[src/common/pic_defines.vh]
// Constants for the prioritized interrupt controller: vectors, bit positions, widths.
// Assumes inclusion by bare name from design files.
`ifndef PIC_DEFINES_VH
`define PIC_DEFINES_VH

`define PIC_NUM_SRC        16
`define PIC_IDX_W          4
`define PIC_VEC_W          8
`define PIC_VEC_PFI        8'h33
`define PIC_VEC_EXT0       8'h03
`define PIC_VEC_TMR0       8'h0B
`define PIC_VEC_EXT1       8'h13
`define PIC_VEC_TMR1       8'h1B
`define PIC_VEC_SER0       8'h23
`define PIC_VEC_TMR2       8'h2B
`define PIC_VEC_ACT        8'h3B
`define PIC_VEC_TW1        8'h43
`define PIC_VEC_ADC        8'h4B
`define PIC_VEC_TW2        8'h53
`define PIC_VEC_KBB        8'h5B
`define PIC_VEC_PB1        8'h63
`define PIC_VEC_KEY        8'h6B
`define PIC_VEC_WDP        8'h73
`define PIC_VEC_PB2        8'h7B
`define PIC_WDC_PF_FLAG    4
`define PIC_WDC_PF_EN      5
`define PIC_WDC_WDP_FLAG   3
`define PIC_EIE_WDP        6
`define PIC_LVL_NONE       2'h0
`define PIC_LVL_LOW        2'h1
`define PIC_LVL_HIGH       2'h2
`define PIC_LVL_PF         2'h3

`endif

[src/design/pic_vector_rom.v]
// Maps a natural-order index to its fixed vector address, registered.
// Assumes one clock, synchronous active-high reset.
`timescale 1ns/1ps
`default_nettype none
`include "pic_defines.vh"

module pic_vector_rom (
  input  wire                   clk,
  input  wire                   rst,
  input  wire [`PIC_IDX_W-1:0]  index,
  output reg  [`PIC_VEC_W-1:0]  vector
);
  reg [`PIC_VEC_W-1:0] vector_next;

  always @* begin
    case (index)
      4'h0:    vector_next = `PIC_VEC_PFI;
      4'h1:    vector_next = `PIC_VEC_EXT0;
      4'h2:    vector_next = `PIC_VEC_TMR0;
      4'h3:    vector_next = `PIC_VEC_EXT1;
      4'h4:    vector_next = `PIC_VEC_TMR1;
      4'h5:    vector_next = `PIC_VEC_SER0;
      4'h6:    vector_next = `PIC_VEC_TMR2;
      4'h7:    vector_next = `PIC_VEC_ACT;
      4'h8:    vector_next = `PIC_VEC_TW1;
      4'h9:    vector_next = `PIC_VEC_ADC;
      4'hA:    vector_next = `PIC_VEC_TW2;
      4'hB:    vector_next = `PIC_VEC_KBB;
      4'hC:    vector_next = `PIC_VEC_PB1;
      4'hD:    vector_next = `PIC_VEC_KEY;
      4'hE:    vector_next = `PIC_VEC_WDP;
      default: vector_next = `PIC_VEC_PB2;
    endcase
  end

  always @(posedge clk) begin
    if (rst)
      vector <= 8'h00;
    else
      vector <= vector_next;
  end
endmodule // pic_vector_rom

`default_nettype wire

[src/design/pic_find_first.v]
// Finds the lowest set bit of a request vector (natural order tie break).
// Pure combinational; used once each for the high and low levels (power-fail needs no search).
`timescale 1ns/1ps
`default_nettype none
`include "pic_defines.vh"

module pic_find_first #(
  parameter N = `PIC_NUM_SRC
) (
  input  wire [N-1:0]           req,
  output reg                    found,
  output reg  [`PIC_IDX_W-1:0]  index
);
  integer i;

  // Scan from the top down so the lowest index is the last written
  always @* begin
    found = 1'b0;
    index = {`PIC_IDX_W{1'b0}};
    for (i = N - 1; i >= 0; i = i - 1) begin
      if (req[i]) begin
        found = 1'b1;
        index = i[`PIC_IDX_W-1:0];
      end
    end
  end
endmodule // pic_find_first

`default_nettype wire

[src/design/pic_controller.v]
// Prioritized interrupt controller: 16 sources, three levels, fixed vectors.
// Assumes all inputs synchronous to clk; the core acknowledges each request.
`timescale 1ns/1ps
`default_nettype none
`include "pic_defines.vh"

module pic_controller (
  input  wire        clk,
  input  wire        rst,
  input  wire [7:0]  watchdog_control_reg,
  input  wire [7:0]  basic_enable_reg,
  input  wire [7:0]  basic_priority_reg,
  input  wire [7:0]  extended_enable_reg,
  input  wire [7:0]  extended_priority_reg,
  input  wire        external_request_zero,
  input  wire        timer_zero_overflow,
  input  wire        external_request_one,
  input  wire        timer_one_overflow,
  input  wire        serial_transmit_done,
  input  wire        serial_receive_done,
  input  wire        timer_two_flag,
  input  wire [7:0]  activity_flags,
  input  wire        two_wire_first_request,
  input  wire        conversion_done_request,
  input  wire        two_wire_second_request,
  input  wire        keyboard_buffer_request,
  input  wire        power_buffer_first_request,
  input  wire [7:0]  key_detect_flags,
  input  wire        power_buffer_second_request,
  input  wire        vector_ack,
  input  wire        return_done,
  output reg         irq_valid,
  output wire [7:0]  irq_vector,
  output reg  [3:0]  irq_index,
  output reg  [1:0]  irq_level,
  output reg  [1:0]  active_level
);
  // Decoded request and control bits
  wire        power_fail_request;
  wire        power_fail_enable;
  wire        watchdog_periodic_request;
  wire        activity_monitor_request;
  wire        key_detect_request;
  wire [15:0] pend;
  wire [15:0] enable;
  wire [15:0] prio_high;
  wire [15:0] req;
  wire [15:0] req_high;
  wire [15:0] req_low;
  wire        hi_found;
  wire        lo_found;
  wire [3:0]  hi_index;
  wire [3:0]  lo_index;
  reg         win_found;
  reg  [3:0]  win_index;
  reg  [1:0]  win_level;
  reg         irq_valid_next;
  reg  [1:0]  active_level_next;
  // Two saved levels: low, then high, then power-fail may all be in service
  reg  [3:0]  stack_reg;
  reg  [3:0]  stack_next;

  assign power_fail_request        = watchdog_control_reg[`PIC_WDC_PF_FLAG];
  assign power_fail_enable         = watchdog_control_reg[`PIC_WDC_PF_EN];
  assign watchdog_periodic_request = watchdog_control_reg[`PIC_WDC_WDP_FLAG];
  assign activity_monitor_request  = |activity_flags;
  assign key_detect_request        = |key_detect_flags;

  // Natural order: index 0 is order 1
  assign pend = {power_buffer_second_request, watchdog_periodic_request,
                 key_detect_request, power_buffer_first_request,
                 keyboard_buffer_request, two_wire_second_request,
                 conversion_done_request, two_wire_first_request,
                 activity_monitor_request, timer_two_flag,
                 serial_transmit_done | serial_receive_done,
                 timer_one_overflow, external_request_one,
                 timer_zero_overflow, external_request_zero,
                 power_fail_request};

  assign enable    = {extended_enable_reg, basic_enable_reg[6:0], power_fail_enable};
  // Power-fail has no priority bit; it is never part of the user levels
  assign prio_high = {extended_priority_reg, basic_priority_reg[6:0], 1'b0};
  assign req       = pend & enable;
  assign req_high  = {req[15:1] & prio_high[15:1], 1'b0};
  assign req_low   = {req[15:1] & ~prio_high[15:1], 1'b0};

  pic_find_first #(
    .N (`PIC_NUM_SRC)
  ) u_find_high (
    .req   (req_high),
    .found (hi_found),
    .index (hi_index)
  );

  pic_find_first #(
    .N (`PIC_NUM_SRC)
  ) u_find_low (
    .req   (req_low),
    .found (lo_found),
    .index (lo_index)
  );

  // Level resolution: power-fail, then high, then low
  always @* begin
    if (req[0]) begin
      win_found = 1'b1;
      win_index = 4'h0;
      win_level = `PIC_LVL_PF;
    end else if (hi_found) begin
      win_found = 1'b1;
      win_index = hi_index;
      win_level = `PIC_LVL_HIGH;
    end else if (lo_found) begin
      win_found = 1'b1;
      win_index = lo_index;
      win_level = `PIC_LVL_LOW;
    end else begin
      win_found = 1'b0;
      win_index = 4'h0;
      win_level = `PIC_LVL_NONE;
    end
  end

  // A request is offered only if it outranks the level in service.
  // Offer is held stable one cycle later than the winner (vector is registered).
  always @* begin
    irq_valid_next    = win_found && (win_level > active_level) && !vector_ack;
    active_level_next = active_level;
    stack_next        = stack_reg;
    if (irq_valid && vector_ack) begin
      stack_next        = {stack_reg[1:0], active_level};
      active_level_next = irq_level;
    end else if (return_done) begin
      // Pop the newest saved level; the older one moves down
      active_level_next = stack_reg[1:0];
      stack_next        = {`PIC_LVL_NONE, stack_reg[3:2]};
    end
  end

  always @(posedge clk) begin
    if (rst) begin
      irq_valid    <= 1'b0;
      irq_index    <= 4'h0;
      irq_level    <= `PIC_LVL_NONE;
      active_level <= `PIC_LVL_NONE;
      stack_reg    <= {2{`PIC_LVL_NONE}};
    end else begin
      irq_valid    <= irq_valid_next;
      irq_index    <= win_index;
      irq_level    <= win_level;
      active_level <= active_level_next;
      stack_reg    <= stack_next;
    end
  end

  pic_vector_rom u_rom (
    .clk    (clk),
    .rst    (rst),
    .index  (win_index),
    .vector (irq_vector)
  );
endmodule // pic_controller

`default_nettype wire

[config.mk]
export PLATFORM = sky130hd
export DESIGN_NAME = pic_controller
export DESIGN_NICKNAME = d
export VERILOG_FILES = /design/src/design/pic_vector_rom.v /design/src/design/pic_find_first.v /design/src/design/pic_controller.v
export VERILOG_INCLUDE_DIRS = /design/src /design/src/common
export SDC_FILE = /design/constraint.sdc
export NUM_CORES = 1
export LEC_CHECK = 0
export BUFFER_PORTS_ARGS = -buffer_cell sky130_fd_sc_hd__buf_2
export CAP_MARGIN = 15
export CELL_PAD_IN_SITES_DETAIL_PLACEMENT = 0
export CELL_PAD_IN_SITES_GLOBAL_PLACEMENT = 1
export CORE_ASPECT_RATIO = 0.9
export CORE_MARGIN = 4
export CORE_UTILIZATION = 30
export CTS_BUF_LIST = sky130_fd_sc_hd__clkbuf_2
export DETAILED_ROUTE_END_ITERATION = 10
export PLACE_DENSITY = 0.79
export SLEW_MARGIN = 0
export SYNTH_ARGS = -nofsm -noshare
export SYNTH_HDL_FRONTEND = slang
export SYNTH_SLANG_ARGS = --single-unit
[constraint.sdc]
create_clock -name clk -period 4.4 [get_ports clk]
set_clock_uncertainty 0.15 [all_clocks]
set_input_delay 0.44 -clock clk [delete_from_list [all_inputs] [get_ports clk]]
set_output_delay 0.44 -clock clk [all_outputs]
set_load 0.02 [all_outputs]
==> results.tsv <==
metric	value	unit
outcome	finished clean	
synth_edf_count	0	
max-slew-margin-rel	0.642	
ctsLongestPathBuffers	2	
p_clk_frac	0.163	
cts_tree	yes	
die_area	0.00601	sq mm
ys_warn_count	0	
largest_register_ffs	5	
drive_above_1_share	0.358	
tightest_slew	0.532	ns
pre_cts_ws	0.860	ns
grt_pass1_wl	6730	um
drt_wl_total	4040	um
min_period_over_period	0.730	
numCtsBuffers	3	
period_needed	3.21	ns
synth_cell_type_count	47	
dp_hpwl	3640	um
initial_core_util	0.319	
dp_cells	326	
syn_inst	190	
synth_area_per_cell	7.63	sq um
antennaDiodeCount	0	
cts-root-buf	clkbuf_2	
grt_overflow	0	
synth_seq_cells	17	
via_per_inst	5.00	
crit_buf_inv	1	
hold_depth	3	
net-switching-power	0.155	mW
grt_setup_unrepaired	false	
switching_share	0.365	
die_w	81.3	um
power_density	222	mW/mm^2
ys.flop_type	dfxtp_1	
gp_congestion	0.847	
max_stage_delay	0.43	ns
grt_pass1_vias	1566	
p_int	0.270	mW
yosys.area.top_type	dfxtp_1	
crit_slowest_cell	nor3_1	
ir_worst_vdd	0.107	mV
vias	1649	
power_frac_seq	0.406	
synthMuxAreaShare	0.0276	
synthTopCellsByArea	dfxtp_1, nand3b_1, nand3_1	
endpoint_kind	flip-flop	
grt_max_degree	18	
hold_path_class	in2reg	
crit_required	4.44	ns
holdBufCountCts	0	
cp-start-kind	input pin	
fp-row-count	23	
multi_input_area	0.00105	sq mm
leakage	0.912	nW
layout_common_cells	buf_2, nand2_1, dfxtp_1, nand3_1, nor2_1	
fin_tns_setup	0	ns
clk_latency	0.30	ns
fmax	312	MHz
synth_fa_ha_area_frac	0.0518	
async_flop_share	0	
synth-xor-area-share	0.00604	
grtUsageTotal	0.140	
syn-cell-area	0.00145	sq mm
yosysSeqAreaShare	0.235	
path_depth	12	
cp_cell_sequence	buf_2 -> nor4_1 -> a21oi_1 -> or3_4 -> nor3_1 -> xnor2_1 -> o21a_1 -> and2_1 -> ha_1 -> or3_1 -> o211ai_1 -> o32ai_2	
fin_ws	1.19	ns
grt_antenna_before_repair	0	
postCtsSetupBuffers	0	
yosysTopAreaCellShare	0.235	
p_total	0.424	mW
io-pin-count	90	
cp.arrival	3.25	ns
combPwrFrac	0.431	
first_pass_iters	4	
nets	348	
max-cap-violations	0	
htree_levels	1	
layoutNonFillerInstCount	330	
core	0.00455	sq mm
clock-sinks	17	
synth-simple-area-share	0.372	
crit_family	simple AND/OR/NAND/NOR gates	
maxSlewViolCount	0	
area_delta_synth_final	31.8	%
crit_path_max_fanout	4	
hold_viol_final	0	
synth_compound_area_frac	0.263	
clkTransAtPathRegs	0.16	ns
cts-resized-gates	0	
seq_area	340	sq um
drc_errors	0	
worstRegToRegCells	5	
n_fill_cell	526	
final_common_cell	buf_2	
setup_violations	0	
die_h	73.9	um
io_buffers	80	
wl_per_cell	12.2	um
dr.first_iter.drc_count	37	
crit_type	in2reg	
synth_top_family_by_area	simple AND/OR/NAND/NOR gates	
ant_nets	0	
==> synth_stat cells (5+ instances only) <==
| master | count |
|---|---|
| nand2_1 | 19 |
| dfxtp_1 | 17 |
| nand3_1 | 16 |
| nor2_1 | 14 |
| nand3b_1 | 12 |
| o21ai_0 | 12 |
| a21oi_1 | 8 |
| a211oi_1 | 7 |
| and3_1 | 6 |
| ha_1 | 6 |
| a31oi_1 | 5 |
| inv_1 | 5 |
| nor2b_1 | 5 |
==> logic make-up (layout without fill, tap and decap cells) <==
kind of cell | count (synthesis) | after routing
AND/OR/NAND/NOR | 96 | 96
buffers and inverters | 12 | 89
AO/OA/AOI/OAI | 53 | 53
other | 1 | 2
flip-flops | 17 | 17
adder cells (fa/ha/maj) | 6 | 6
multiplexers | 4 | 4
XOR/XNOR | 1 | 1
==> final cells by class <==
type,count,area share
inverter,5,0.00983
sequential,17,0.178
timing repair buffer,80,0.210
clock inverter,1,0.00262
clock buffer,3,0.00786
tap,62,0.0406
multi-input combinational,162,0.551
==> worst min-delay path: stages <==
cell and delay (ns):
buf_2 0.12, nand3_1 0.08, a21oi_1 0.05
==> power groups by stage <==
stage	registers (mW)	logic, mW	clock network, mW
after global routing	0.174	0.208	0.0798
after global placement	0.176	0.183	0
after floorplan	0.192	0.103	0
final	0.172	0.183	0.0692
after detailed placement	0.176	0.184	0
after CTS	0.173	0.185	0.0730
==> through the flow <==
stage / hold WS, ns / util / area, sq um
floorplan: 0.305 / - / 1450
global placement: 0.320 / 0.416 / 1890
detailed placement: 0.319 / 0.416 / 1890
CTS: 0.244 / 0.420 / 1910
global route: 0.272 / 0.420 / 1910
finish: 0.267 / 0.420 / 1910
==> layer usage <==
metal	part of all wire	wire length, um	up-vias	GRT usage
met1	0.47	1900	718	0.187
li1	-	-	871	-
met4	0.0089	36	0	0.0281
met2	0.46	1850	56	0.239
met5	0	0	-	0
met3	0.061	247	4	0.0266
==> final timing paths <==
check | end | startpoint | slack [ns]
hold reg to reg | stack_reg[2] | stack_reg[0] | 0.34
setup reg to reg | irq_valid | active_level[1] | 2.95
setup / recovery | u_rom.vector[3] | activity_flags[1] | 1.19
hold / removal | stack_reg[3] | vector_ack | 0.27
Power figures use the tool's default switching activity.
